===== config.mk =====
export PLATFORM = sky130hd
export DESIGN_NAME = tec_timer
export DESIGN_NICKNAME = d
export VERILOG_FILES = /design/src/tec_pkg.sv /design/src/tec_timer.sv
export VERILOG_INCLUDE_DIRS = /design/src
export SDC_FILE = /design/constraint.sdc
export NUM_CORES = 1
export LEC_CHECK = 0
export BUFFER_PORTS_ARGS = -buffer_cell sky130_fd_sc_hd__buf_2
export CAP_MARGIN = 25
export CORE_MARGIN = 2
export CORE_UTILIZATION = 50
export DETAILED_ROUTE_END_ITERATION = 6
export PLACE_DENSITY = 0.8
export SYNTH_ARGS = -nofsm -noshare
export SYNTH_HDL_FRONTEND = slang
export SYNTH_SLANG_ARGS = --single-unit

===== constraint.sdc =====
create_clock -name sys_clk_in -period 6.7 [get_ports sys_clk_in]
set_clock_uncertainty 0.05 [all_clocks]
set_input_delay 1.34 -clock sys_clk_in [delete_from_list [all_inputs] [get_ports sys_clk_in]]
set_output_delay 1.34 -clock sys_clk_in [all_outputs]
set_load 0.01 [all_outputs]

===== src/tec_defines.svh =====
// register indices, byte addresses, field positions and reset values of the timer/event counter
// assumes an APB slave with 32-bit data; byte address is four times the register index
`ifndef TEC_DEFINES_SVH
`define TEC_DEFINES_SVH

`define TEC_ADDR_W 18
`define TEC_IDX_COUNT 16'hFF10
`define TEC_IDX_CR0 16'hFF12
`define TEC_IDX_CR1 16'hFF14
`define TEC_IDX_MODE 16'hFFBA
`define TEC_IDX_PRE 16'hFFBB
`define TEC_IDX_CCC 16'hFFBC
`define TEC_IDX_TOC 16'hFFBD
`define TEC_BYTE(idx) {idx, 2'b00}

`define TEC_RST_16 16'h0000
`define TEC_RST_8 8'h00
`define TEC_CNT_MAX 16'hFFFF

// mode_control_reg fields
`define TEC_MODE_OVF 0
// capcmp_control_reg fields
`define TEC_CCC_F0 0
`define TEC_CCC_TRIG0 1
`define TEC_CCC_F1 2
// prescale_edge_reg fields
`define TEC_PRE_CLK_LO 0
`define TEC_PRE_CLK_HI 1
`define TEC_PRE_E0_LO 4
`define TEC_PRE_E0_HI 5
`define TEC_PRE_E1_LO 6
`define TEC_PRE_E1_HI 7
// output_control_reg fields
`define TEC_TOC_OE 0
`define TEC_TOC_INV0 1
`define TEC_TOC_LVR 2
`define TEC_TOC_LVS 3
`define TEC_TOC_INV1 4
`define TEC_TOC_OSPE 5
`define TEC_TOC_OSPT 6

// count clock dividers: fx/4 and fx/256
`define TEC_DIV4_MASK 8'h03
`define TEC_DIV256_MASK 8'hFF

`endif


===== src/tec_pkg.sv =====
// types of the timer/event counter: run modes, count clock sources, edge codes and state
// assumes tec_defines.svh supplies the numeric constants
package tec_pkg;

   typedef enum logic [1:0] {
      TEC_RUN_STOP = 2'b00,
      TEC_RUN_FREE = 2'b01,
      TEC_RUN_EDGE_CLR = 2'b10,
      TEC_RUN_MATCH_CLR = 2'b11
   } tec_run_t;

   typedef enum logic [1:0] {
      TEC_CLK_FX = 2'b00,
      TEC_CLK_DIV4 = 2'b01,
      TEC_CLK_DIV256 = 2'b10,
      TEC_CLK_EDGE = 2'b11
   } tec_clk_t;

   typedef enum logic [1:0] {
      TEC_EDGE_FALL = 2'b00,
      TEC_EDGE_RISE = 2'b01,
      TEC_EDGE_BAD = 2'b10,
      TEC_EDGE_BOTH = 2'b11
   } tec_edge_t;

   typedef struct packed {
      logic [15:0] cnt;
      logic [15:0] cr0;
      logic [15:0] cr1;
      logic [2:0] mode;
      logic ovf;
      logic [2:0] ccc;
      logic [7:0] pre;
      logic [6:0] toc;
      logic lv;
      logic armed;
      logic [7:0] div;
      logic [1:0] sy1;
      logic [1:0] sy2;
      logic [1:0] sy3;
      logic irq0;
      logic irq1;
      logic wave;
      logic rdy;
      logic err;
      logic [31:0] rdata;
   } tec_state_t;

endpackage


===== src/tec_timer.sv =====
// 16-bit timer/event counter with two capture/compare registers and a toggling output
// assumes an APB master on sys_clk_in; edge inputs are asynchronous pins and get synchronised here
//
// Overview of operation
// counter is read-only; increments once per selected count clock while running.
// counter clears on reset, stop, edge-clear edge, match-clear match, one-shot trigger.
// register zero compares when its function bit is 0, captures when 1.
// register one compares when control bit 2 is 0, captures when 1.
// register zero compare raises its request on equality; value held until rewritten.
// register one compare raises its own request on equality; value held until rewritten.
// register zero on first input captures on opposite edge; none when both selected.
// register zero on second input captures on that input's selected edge.
// register one captures on the first input's selected edge.
// software never programs edge code 10.
// software loads register zero nonzero in match-clear mode.
// register zero at zero matches on step zero to one after wrap.
// register one at zero matches on step zero to one after overflow.
// read coinciding with capture may return stale data; stored capture stays correct.
// software rewrites register zero only while stopped; register one any time.
// counting starts when upper mode bits leave 00, stops when returned to 00.
// mode field selects stop, free-running, edge-clear or match-clear operation.
// output toggles on enabled matches, also on first-input edge when lowest bit set.
// requests come from matches or capture edges, never while stopped.
// reset clears mode control and both capture/compare registers.
// software avoids second-input edges while the shared pin drives the output.
// with register zero at maximum in match-clear mode, the clear from maximum to zero does not set overflow.
// external capture pulses last at least two count clocks longer.
// overflow flag sets on every wrap and stays until software clears it.
`timescale 1ns/1ps
`include "tec_defines.svh"

module tec_timer (
   // clock and reset
   input wire logic sys_clk_in,
   input wire logic rst_n_in,
   // apb slave
   input wire logic psel_in,
   input wire logic penable_in,
   input wire logic pwrite_in,
   input wire logic [`TEC_ADDR_W-1:0] paddr_in,
   input wire logic [31:0] pwdata_in,
   output logic [31:0] prdata_out,
   output logic pready_out,
   output logic pslverr_out,
   // external edge inputs
   input wire logic edge_input_first_in,
   input wire logic edge_input_second_in,
   // waveform output and requests
   output logic wave_output_pin_out,
   output logic match_irq_zero_out,
   output logic match_irq_one_out
);

   tec_pkg::tec_state_t st_r;
   tec_pkg::tec_state_t st_nxt;

   logic running;
   logic rise0, fall0, rise1, fall1;
   logic e0_valid, e0_rev, e1_valid;
   logic tick, clr, match0, match1;
   logic cap0, cap1, ovf_evt, oneshot;
   logic acc, wr;
   tec_pkg::tec_run_t run_mode;
   logic [`TEC_ADDR_W-1:0] a;

   // decodes an edge code into a valid-edge pulse; the forbidden code yields nothing
   function automatic logic edge_hit(input logic [1:0] sel, input logic rise, input logic fall);
      logic hit;
      hit = 1'b0;
      case (tec_pkg::tec_edge_t'(sel))
         tec_pkg::TEC_EDGE_FALL: hit = fall;
         tec_pkg::TEC_EDGE_RISE: hit = rise;
         tec_pkg::TEC_EDGE_BOTH: hit = rise | fall;
         default: hit = 1'b0;
      endcase
      return hit;
   endfunction

   // reverse-phase trigger for register zero on the first input
   function automatic logic edge_rev(input logic [1:0] sel, input logic rise, input logic fall);
      logic hit;
      hit = 1'b0;
      case (tec_pkg::tec_edge_t'(sel))
         tec_pkg::TEC_EDGE_FALL: hit = rise;
         tec_pkg::TEC_EDGE_RISE: hit = fall;
         default: hit = 1'b0;
      endcase
      return hit;
   endfunction

   always_comb begin
      st_nxt = st_r;
      a = paddr_in;

      // two-stage synchroniser, third stage only for edge detection
      st_nxt.sy1 = {edge_input_second_in, edge_input_first_in};
      st_nxt.sy2 = st_r.sy1;
      st_nxt.sy3 = st_r.sy2;
      rise0 = st_r.sy2[0] & ~st_r.sy3[0];
      fall0 = ~st_r.sy2[0] & st_r.sy3[0];
      rise1 = st_r.sy2[1] & ~st_r.sy3[1];
      fall1 = ~st_r.sy2[1] & st_r.sy3[1];

      run_mode = tec_pkg::tec_run_t'(st_r.mode[2:1]);
      running = run_mode != tec_pkg::TEC_RUN_STOP;
      e0_valid = running & edge_hit(st_r.pre[`TEC_PRE_E0_HI:`TEC_PRE_E0_LO], rise0, fall0);
      e0_rev = running & edge_rev(st_r.pre[`TEC_PRE_E0_HI:`TEC_PRE_E0_LO], rise0, fall0);
      e1_valid = running & edge_hit(st_r.pre[`TEC_PRE_E1_HI:`TEC_PRE_E1_LO], rise1, fall1);

      // apb: access phase lasts two cycles, the second one carries pready
      acc = psel_in & penable_in;
      wr = acc & pwrite_in & st_r.rdy;
      oneshot = wr && a == `TEC_BYTE(`TEC_IDX_TOC) && pwdata_in[`TEC_TOC_OSPT] && st_r.toc[`TEC_TOC_OSPE];

      // count clock selection; the prescaler runs free so a tick is a condition, not a clock
      st_nxt.div = st_r.div + 8'h01;
      case (tec_pkg::tec_clk_t'(st_r.pre[`TEC_PRE_CLK_HI:`TEC_PRE_CLK_LO]))
         tec_pkg::TEC_CLK_FX: tick = 1'b1;
         tec_pkg::TEC_CLK_DIV4: tick = (st_r.div & `TEC_DIV4_MASK) == `TEC_DIV4_MASK;
         tec_pkg::TEC_CLK_DIV256: tick = st_r.div == `TEC_DIV256_MASK;
         tec_pkg::TEC_CLK_EDGE: tick = e0_valid;
         default: tick = 1'b0;
      endcase
      tick = tick & running;

      // armed stays low right after a clear, so a compare value of zero only hits after a wrap
      match0 = tick & st_r.armed & ~st_r.ccc[`TEC_CCC_F0] & (st_r.cnt == st_r.cr0);
      match1 = tick & st_r.armed & ~st_r.ccc[`TEC_CCC_F1] & (st_r.cnt == st_r.cr1);

      case (run_mode)
         tec_pkg::TEC_RUN_STOP: clr = 1'b0;
         tec_pkg::TEC_RUN_FREE: clr = 1'b0;
         tec_pkg::TEC_RUN_EDGE_CLR: clr = e0_valid;
         tec_pkg::TEC_RUN_MATCH_CLR: clr = match0;
         default: clr = 1'b0;
      endcase
      clr = clr | (oneshot & running);

      if (!running) begin
         st_nxt.cnt = `TEC_RST_16;
         st_nxt.armed = 1'b0;
      end else if (clr) begin
         st_nxt.cnt = `TEC_RST_16;
         st_nxt.armed = 1'b0;
      end else if (tick) begin
         st_nxt.cnt = st_r.cnt + 16'h0001;
         st_nxt.armed = 1'b1;
      end
      ovf_evt = tick & ~clr & (st_r.cnt == `TEC_CNT_MAX);

      // captures take the counter as it stands before this edge's update
      cap0 = st_r.ccc[`TEC_CCC_F0] &
             (st_r.ccc[`TEC_CCC_TRIG0] ? e0_rev : e1_valid);
      cap1 = st_r.ccc[`TEC_CCC_F1] & e0_valid;

      // requests are single-cycle pulses; all sources are already gated by running
      st_nxt.irq0 = match0 | cap0;
      st_nxt.irq1 = match1 | cap1;

      // output flip-flop
      if (running && ((match0 && st_r.toc[`TEC_TOC_INV0]) || (match1 && st_r.toc[`TEC_TOC_INV1]) ||
          (st_r.mode[0] && e0_valid))) begin
         st_nxt.lv = ~st_r.lv;
      end

      // software writes, taken at the edge that completes the access
      if (wr) begin
         case (a)
            `TEC_BYTE(`TEC_IDX_CR0): st_nxt.cr0 = pwdata_in[15:0];
            `TEC_BYTE(`TEC_IDX_CR1): st_nxt.cr1 = pwdata_in[15:0];
            `TEC_BYTE(`TEC_IDX_MODE): begin
               st_nxt.mode = pwdata_in[3:1];
               if (!pwdata_in[`TEC_MODE_OVF]) begin
                  st_nxt.ovf = 1'b0;
               end
            end
            `TEC_BYTE(`TEC_IDX_PRE): st_nxt.pre = {pwdata_in[7:4], 2'b00, pwdata_in[1:0]};
            `TEC_BYTE(`TEC_IDX_CCC): st_nxt.ccc = pwdata_in[2:0];
            `TEC_BYTE(`TEC_IDX_TOC): begin
               st_nxt.toc = {1'b0, pwdata_in[5:4], 2'b00, pwdata_in[1:0]};
               if (pwdata_in[`TEC_TOC_LVR]) begin
                  st_nxt.lv = 1'b0;
               end else if (pwdata_in[`TEC_TOC_LVS]) begin
                  st_nxt.lv = 1'b1;
               end
            end
            default: st_nxt.err = st_r.err;
         endcase
      end

      // hardware events win over a software write in the same cycle
      if (ovf_evt) begin
         st_nxt.ovf = 1'b1;
      end
      if (cap0) begin
         st_nxt.cr0 = st_r.cnt;
      end
      if (cap1) begin
         st_nxt.cr1 = st_r.cnt;
      end

      st_nxt.wave = st_nxt.toc[`TEC_TOC_OE] & st_nxt.lv;

      // read data is sampled one cycle before pready, so a capture in between is not seen
      if (acc && !st_r.rdy) begin
         st_nxt.rdy = 1'b1;
         st_nxt.err = 1'b0;
         st_nxt.rdata = 32'h00000000;
         case (a)
            `TEC_BYTE(`TEC_IDX_COUNT): st_nxt.rdata = {16'h0000, st_r.cnt};
            `TEC_BYTE(`TEC_IDX_CR0): st_nxt.rdata = {16'h0000, st_r.cr0};
            `TEC_BYTE(`TEC_IDX_CR1): st_nxt.rdata = {16'h0000, st_r.cr1};
            `TEC_BYTE(`TEC_IDX_MODE): st_nxt.rdata = {28'h0000000, st_r.mode, st_r.ovf};
            `TEC_BYTE(`TEC_IDX_PRE): st_nxt.rdata = {24'h000000, st_r.pre};
            `TEC_BYTE(`TEC_IDX_CCC): st_nxt.rdata = {29'h0, st_r.ccc};
            `TEC_BYTE(`TEC_IDX_TOC): st_nxt.rdata = {25'h0, st_r.toc};
            default: st_nxt.err = 1'b1;
         endcase
         if (pwrite_in && a == `TEC_BYTE(`TEC_IDX_COUNT)) begin
            st_nxt.err = 1'b1; // counter is read-only
            st_nxt.rdata = 32'h00000000;
         end
      end else begin
         st_nxt.rdy = 1'b0;
         st_nxt.err = 1'b0;
      end
   end

   always_ff @(posedge sys_clk_in) begin
      if (!rst_n_in) begin
         st_r <= '0;
      end else begin
         st_r <= st_nxt;
      end
   end

   assign prdata_out = st_r.rdata;
   assign pready_out = st_r.rdy;
   assign pslverr_out = st_r.err;
   assign wave_output_pin_out = st_r.wave;
   assign match_irq_zero_out = st_r.irq0;
   assign match_irq_one_out = st_r.irq1;

endmodule


Word level (Yosys, flattened, before mapping)
Cells that the tools add are included.

Flip-flop bits (word level): 118. Input bits: 57. Output and inout bits: 37. Logic and storage cells: 141.

Add/subtract/negate cells: 2. Equal/unequal tests: 23. Mux-type cells: 24. Bitwise gates (word level): 37. Reductions and logical operators: 34.

Operators with widths (number): 18-bit == test (second input constant) (7); 16-bit one-hot mux with 7 select lines (1); 16-bit two-way mux (4); 55-bit two-way mux (1); 33-bit two-way mux (1); 16-bit == test (2); 1-bit AND (22); 16-bit by 1-bit adder with 16-bit output (second input constant) (1); 16-bit == test (second input constant) (1); 2-bit == test (second input constant) (7); 2-bit AND reduction (7); 2-bit nonzero test (7); 1-bit inverter (10); 1-bit logical AND (9); 1-bit one-hot mux with 3 select lines (3); 8-bit by 1-bit adder with 8-bit output (second input constant) (1); 2-bit by 1-bit == test with 1-bit output (second input constant) (4); 8-bit == test (second input constant) (1); 2-bit zero test (4); 8-bit two-way mux (1); 1-bit two-way mux (7); 7-bit two-way mux (1); 7-bit OR reduction (1); 1-bit OR (5); 11 further kinds (12).

Longest topological paths before layout
Gate-level depths: netlist of run 1.

Depth in word-level cells: 20. Depth in mapped cells: 10. Mapped depth without buffers: 8.

Worst setup path before layout of run 1
Ideal clock, no wire load.

Kind: input to register. From: input paddr_in[1]. To: register st_r, in the netlist prdata_out[5]. Library setup time: 0.121 ns. Arrival: 3.427 ns. Required time: 6.529 ns. Slack: 3.102 ns. Stages: 8. Path buffers: 2. Cell sequence: or4b_4 or3_4 or4_1 clkbuf_2 o2111a_2 nand2_4 buf_12 o21ai_2.

Word-level cells in the longest chain between the ends: 3. Elaborated cells on any way between the ends: 10. Those cells by class: 7 x eq/ne; 2 x mux; 1 x reduce/logical.

Ends and longest elaborated chain: from (decl) (line tec_timer.sv:40) `` input wire logic [`TEC_ADDR_W-1:0] paddr_in, ``; 18-bit == test (line tec_timer.sv:209) `case (a)`; 16-bit one-hot mux with 7 select lines / 1-bit logical AND (equally long branches); 33-bit two-way mux (*) (line tec_timer.sv:219) `` if (pwrite_in && a == `TEC_BYTE(`TEC_IDX_COUNT)) begin ``; to (signal assigned) (line tec_timer.sv:233) `st_r <= st_nxt;`; to (decl) (line tec_timer.sv:54) `tec_pkg::tec_state_t st_r;`.

Mark *: on every way between the ends. The rest lies on a longest branch, timed or not. A chain may end at the register's enable or synchronous reset.

Final worst setup path of run 1
From: input paddr_in[1]. To: register st_r[87] (netlist name).

Word-level cells in the longest chain between the ends: 3.

Ends and longest elaborated chain: 18-bit == test (line tec_timer.sv:168) `case (a)`; 2-bit nonzero test (no source line); 2-bit AND reduction (no source line).

Every way passes these cells.

==> results.py, run 1 <==
metrics = {
    "outcome": {
        "run_status": "complete, no violations",
    },
    "setup_path": {
        "worstPathArrival_ps": 4210,
        "crit_slowest_cell": "and3_1",
        "path_delay_family": "simple AND/OR/NAND/NOR gates",
        "r2r_start": "st_r[37]$_SDFF_PN0_",
        "worst-r2r-cell-count": 9,
        "cp-start-kind": "primary input",
        "worst-r2r-setup-slack_ps": 4050,
        "crit_fanout": 16,
        "required_ps": 6860,
        "max_stage_delay_ps": 730,
        "crit_type": "primary input to flop",
        "end_kind": "flop",
        "startpoint": "paddr_in[1]",
        "path_cells": "buf_2 -> or4b_4 -> nor4_1 -> and3_1 -> nand2_2 -> mux2i_1 -> a21oi_1",
        "path_buf_inv": 1,
        "reg2reg_to": "wave_output_pin_out$_SDFF_PN0_",
        "path_depth": 7,
        "worstSetupEndpoint": "st_r[87]$_SDFFE_PN0P_",
    },
    "cells_and_area": {
        "final_util_pct": 55.8,
        "finalNetCount": 732,
        "fill_cells": 943,
        "antenna_cells": 0,
        "drive_gt1_share_pct": 15.2,
        "area_delta_synth_final_pct": 8.09,
    },
    "floorplan": {
        "die_w_um": 110,
        "io_pins": 94,
        "core_area_um2": 10900,
        "rows": 38,
        "initial_core_util_pct": 51.6,
        "die-area_um2": 12200,
        "die-height_um": 110,
    },
    "detailed_routing": {
        "drc": 0,
        "via_count": 4652,
        "wl_um": 13700,
        "post_drt_wl_per_cell_um": 16.9,
        "viasPerCell": 5.72,
        "drtAntennaViolNets": 0,
        "firstDrtPassIters": 5,
        "drtIter0Drc": 335,
    },
    "power_and_ir_drop": {
        "ir_worst_vdd_uv": 150,
        "p_sw_mw": 0.258,
        "internal_power_mw": 0.937,
        "cellLeakagePower_nw": 2.90,
        "power_density_nw_per_um2": 196,
        "p_sw_share_pct": 21.6,
        "power_frac_comb_pct": 4.5,
        "clkPwrFrac_pct": 44.3,
        "seq_power_share_pct": 51.2,
    },
    "yosys": {
        "synth_warnings": 0,
        "synthTopCellsByCount": "dfxtp_1, nand2_1, mux2i_1",
        "ys.flop_type": "dfxtp_1",
        "yosysMostFrequentCell": "dfxtp_1",
        "yosys-top-cells-area": "dfxtp_1, mux2i_1, xor2_1",
        "synth_cells": 657,
        "ys_seq_area_share_pct": 36.2,
        "synth-async-reset-ratio_pct": 0,
        "syn_area_per_cell_um2": 8.59,
        "ys_ff_latch": 102,
        "synth-edff-count": 0,
        "synth_cell_type_count": 55,
        "syn_area_um2": 5650,
        "yosys.area.top_type_share_pct": 36.2,
        "yosys.area.top_type": "dfxtp_1",
    },
    "global_route": {
        "grtUsageMet3_pct": 3.35,
        "grt_pass1_wl_um": 21500,
        "antenna_found_initial": 0,
        "met1_usage_pct": 28.0,
        "grt_max_degree": 59,
        "grt_pass1_vias": 4372,
        "grt_usage_pct": 22.9,
        "grt_overflow": 0,
        "busiest_layer": "met2",
        "grt.met2_usage_pct": 39.8,
    },
    "placed_design": {
        "dpl.hpwl_um": 9900,
        "place.gp.congestion": 0.922,
        "port_buffers": 61,
    },
    "sta": {
        "rsz0062_at_grt": "no",
        "clock.fmax_mhz": 247,
        "fin_crit_sh_pct": 60.4,
        "tns_ps": 0,
        "hold_viol": 0,
        "tightestPinTransition_ps": 735,
        "fin_crit_ps": 4050,
        "relSlewSlack_pct": 50.6,
        "slew_viol_final": 0,
        "setup_violations": 0,
    },
    "job": {
        "cap_violations": 0,
    },
    "clocking": {
        "hold_buffers": 0,
        "cts_sinks": 102,
        "cts_setup_buffers": 0,
        "root_buffer": "clkbuf_16",
        "cts_resized": 0,
        "clock_latency_ps": 340,
        "clkTransAtPathRegs_ps": 70,
        "cts_max_path_buffers": 2,
        "cts_buffers": 9,
        "h-tree-depth": 3,
        "cts_tree": "yes",
    },
    "hold_path": {
        "hold_class": "flop to flop",
    },
}
==> power by group through the flow <==
stage	Clock [mW]	Sequential, mW	Combinational [mW]
4_1_cts	0.532	0.612	0.0528
2_1_floorplan	0	0.625	0.0358
3_3_place_gp	0	0.625	0.0509
3_5_place_dp	0	0.626	0.0527
5_1_grt	0.557	0.612	0.0586
6_report	0.530	0.612	0.0534
==> worst min path at each step <==
stage | from | end | slack (ps) | cells after the start
6_report | st_nxt[39]$_SDFF_PN0_ | st_nxt[37]$_SDFF_PN0_ | 390 | 1
5_1_grt | st_nxt[39]$_SDFF_PN0_ | st_nxt[37]$_SDFF_PN0_ | 420 | 1
4_1_cts | st_nxt[39]$_SDFF_PN0_ | st_nxt[37]$_SDFF_PN0_ | 390 | 1
3_5_place_dp | st_nxt[39]$_SDFF_PN0_ | st_nxt[37]$_SDFF_PN0_ | 380 | 1
3_3_place_gp | st_nxt[39]$_SDFF_PN0_ | st_nxt[37]$_SDFF_PN0_ | 370 | 1
2_1_floorplan | st_nxt[39]$_SDFF_PN0_ | st_nxt[37]$_SDFF_PN0_ | 360 | 1
==> cell type report <==
type | count | area, um^2 | area share (%)
clock buffer | 12 | 256 | 4.20
tap | 140 | 175 | 2.87
clock inverter | 3 | 43.8 | 0.718
inverter | 8 | 30.0 | 0.492
sequential | 102 | 2040 | 33.5
timing repair buffer | 67 | 362 | 5.92
multi-input combinational | 481 | 3190 | 52.3
==> cells by family (layout without fill, tap and decap cells) <==
logic type	Yosys count	after routing	share of synthesized area [%]
AOI/OAI and AO/OA	122	122	14.5
xor gates and xnor gates	54	54	8.38
adders and majority gates	6	6	1.33
buffers and inverters	89	90	8.46
DFF	102	102	36.2
muxes	60	60	10.7
other	1	16	0.0664
and+or+nand+nor	223	223	20.4
==> sequential cells by signal, indices dropped and copies added, names as in the netlist <==
name / flops
pslverr_out: 1
match_irq_one_out: 1
pready_out: 1
prdata_out: 16
st_nxt: 4
wave_output_pin_out: 1
st_r: 75
match_irq_zero_out: 1
run_mode: 2
==> per-layer routing <==
metal	vias to the layer above	wire, um
li1	2261	-
met1	2181	5790
met2	180	6680
met3	30	863
met4	0	413
met5	-	0
==> worst reg2reg max path: stages (launching register included) <==
cell	delay [ps]
dfxtp_1	330
inv_1	50
ha_1	270
nor2b_1	50
or3_1	340
a21oi_1	150
buf_4	260
nor3_1	160
a211oi_1	470
mux2_2	400
==> per-stage QoR <==
| stage | hold slack (ps) | total power [mW] | instances | cell area (um^2) | setup slack, ps |
|---|---|---|---|---|---|
| detailed placement | 379 | 0.678 | 797 | 5790 | 2320 |
| floorplan | 362 | 0.661 | 672 | 5700 | 3100 |
| CTS | 394 | 1.20 | 812 | 6090 | 2660 |
| global route | 421 | 1.23 | 813 | 6100 | 2460 |
| global placement | 366 | 0.676 | 796 | 5780 | 2340 |
| finish | 389 | 1.20 | 813 | 6100 | 2650 |
==> placed cells by master, fill, tap and decap left out, types with 13 or more instances in the layout <==
cell     count
mux2i_1     58
xor2_1      30
nand2_1     61
nor2b_1     21
o21ai_0     32
dfxtp_1    102
nand3_1     13
a21oi_1     35
conb_1      16
o211a_1     16
and2_1      15
nor2_1      42
nor4_1      16
xnor2_1     24
buf_2       61
(Power assumes the default switching activity.)
==> run 2, diff against run 1 <==
- PLACE_DENSITY: 0.8 -> 0.83
- clock period: 6.7 -> 3.35 ns (I/O delays scaled with it)
==> run 2 against run 1 <==
Sequential power increased by 99%. Largest cell class unchanged. Die area is the same. Global-route usage increased by 1.1 points.
==> results.py, run 2 (same netlist as run 1, synthesis figures left out) <==
metrics = {
    "detailed_routing": {
        "wl_um": 14200,
        "drtIter0Drc": 437,
        "post_drt_wl_per_cell_um": 17.4,
        "viasPerCell": 5.92,
        "drtAntennaViolNets": 0,
        "firstDrtPassIters": 5,
        "drc": 0,
        "via_count": 4844,
    },
    "clocking": {
        "cts_max_path_buffers": 2,
        "cts_sinks": 102,
        "root_buffer": "clkbuf_16",
        "cts_tree": "yes",
        "cts_setup_buffers": 0,
        "h-tree-depth": 3,
        "clkTransAtPathRegs_ps": 70,
        "cts_resized": 0,
        "cts_buffers": 9,
        "clock_latency_ps": 350,
        "hold_buffers": 0,
    },
    "placed_design": {
        "dpl.hpwl_um": 10200,
        "port_buffers": 61,
        "place.gp.congestion": 0.964,
        "dp.cells": 802,
    },
    "setup_path": {
        "crit_type": "primary input to flop",
        "cp-start-kind": "primary input",
        "crit_fanout": 16,
        "path_delay_family": "simple AND/OR/NAND/NOR gates",
        "max_stage_delay_ps": 550,
        "required_ps": 3510,
        "end_kind": "flop",
        "crit_slowest_cell": "or4b_4",
        "path_cells": "buf_2 -> or4b_4 -> or3_4 -> or4_1 -> o2111a_2 -> nand2_4 -> o21ai_0",
        "path_buf_inv": 1,
        "worstPathArrival_ps": 2870,
    },
    "floorplan": {
        "initial_core_util_pct": 51.6,
        "die-height_um": 110,
        "io_pins": 94,
        "die-area_um2": 12200,
        "die_w_um": 110,
        "core_area_um2": 10900,
        "rows": 38,
    },
    "global_route": {
        "grt_pass1_wl_um": 22400,
        "busiest_layer": "met2",
        "grt.met2_usage_pct": 39.5,
        "antenna_found_initial": 0,
        "met1_usage_pct": 29.8,
        "grt_overflow": 0,
        "grt_pass1_vias": 4537,
        "grtUsageMet3_pct": 3.76,
        "grt_usage_pct": 24.1,
        "grt_max_degree": 45,
    },
    "power_and_ir_drop": {
        "ir_worst_vdd_uv": 317,
        "fin_total_pwr_mw": 2.55,
        "cellLeakagePower_nw": 2.93,
        "power_density_nw_per_um2": 413,
    },
    "sta": {
        "clock.fmax_mhz": 369,
        "tightestPinTransition_ps": 630,
        "slew_viol_final": 0,
        "setup_violations": 0,
        "rsz0062_at_grt": "no",
        "tns_ps": 0,
        "fin_crit_sh_pct": 80.9,
        "hold_viol": 0,
        "relSlewSlack_pct": 56.9,
        "fin_crit_ps": 2710,
    },
    "cells_and_area": {
        "top_register": "st_r",
        "final_cell_mix": "dfxtp_1, nand2_1, buf_2, mux2i_1, nor2_1",
        "instances_no_fill": 818,
        "layout_commonest_cell": "dfxtp_1",
        "drive_gt1_share_pct": 15.8,
        "largest_reg_flops": 75,
        "finalNetCount": 736,
        "antenna_cells": 0,
        "area_delta_synth_final_pct": 9.24,
        "fill_cells": 914,
    },
    "outcome": {
        "run_status": "complete, no violations",
    },
    "job": {
        "cap_violations": 0,
    },
    "hold_path": {
        "hold_class": "flop to flop",
    },
}
run 2: cell types whose count changed in the layout (fill, tap and decap cells not counted), sizes merged:
cell,change
buf,+4
bufinv,+2
clkbuf,-1
clkinv,-1
inv,+1
run 2: area by class of cell:
class	count	area [um^2]	area share (%)
inverters	8	30.0	0.487
clock buffers	11	243	3.94
well taps	140	175	2.84
clock inverters	5	104	1.68
repair buffers	71	380	6.17
flip-flops and latches	102	2040	33.1
multi-input cells	481	3190	51.8
run 2: power by group:
part | internal, mW | switching [mW] | total [mW] | leakage, nW
Combinational | 0.0392 | 0.0671 | 0.106 | 1.94
Sequential | 1.22 | 0.00491 | 1.22 | 0.823
Clock | 0.753 | 0.463 | 1.22 | 0.170
run 2: layer usage:
layer	routed length [um]	vias up	part of all wire, %
met5	0	-	0
met4	649	0	4.6
met3	966	54	6.8
met2	6900	219	49
met1	5700	2299	40
li1	-	2272	-
run 2: path summary, 6_finish.rpt:
path / from / endpoint / slack (ps) / cells after the start
setup / recovery: paddr_in[1] / prdata_out[1]$_SDFFE_PN0P_ / 640 / 7
hold / removal: st_nxt[39]$_SDFF_PN0_ / st_nxt[37]$_SDFF_PN0_ / 390 / 1
setup reg to reg: st_r[37]$_SDFF_PN0_ / st_r[52]$_SDFF_PN0_ / 660 / 9
hold reg to reg: st_nxt[39]$_SDFF_PN0_ / st_nxt[37]$_SDFF_PN0_ / 390 / 1
run 2: metrics by stage:
| stage | cell area (um^2) | util (%) | hold slack, ps | worst slack, ps |
|---|---|---|---|---|
| 5_1_grt | 6170 | 56.4 | 399 | 526 |
| 3_3_place_gp | 5820 | 53.2 | 368 | 326 |
| 4_1_cts | 6170 | 56.4 | 392 | 635 |
| 3_5_place_dp | 5820 | 53.2 | 376 | 285 |
| 6_report | 6170 | 56.4 | 391 | 641 |
| 2_1_floorplan | 5700 | - | 362 | 422 |
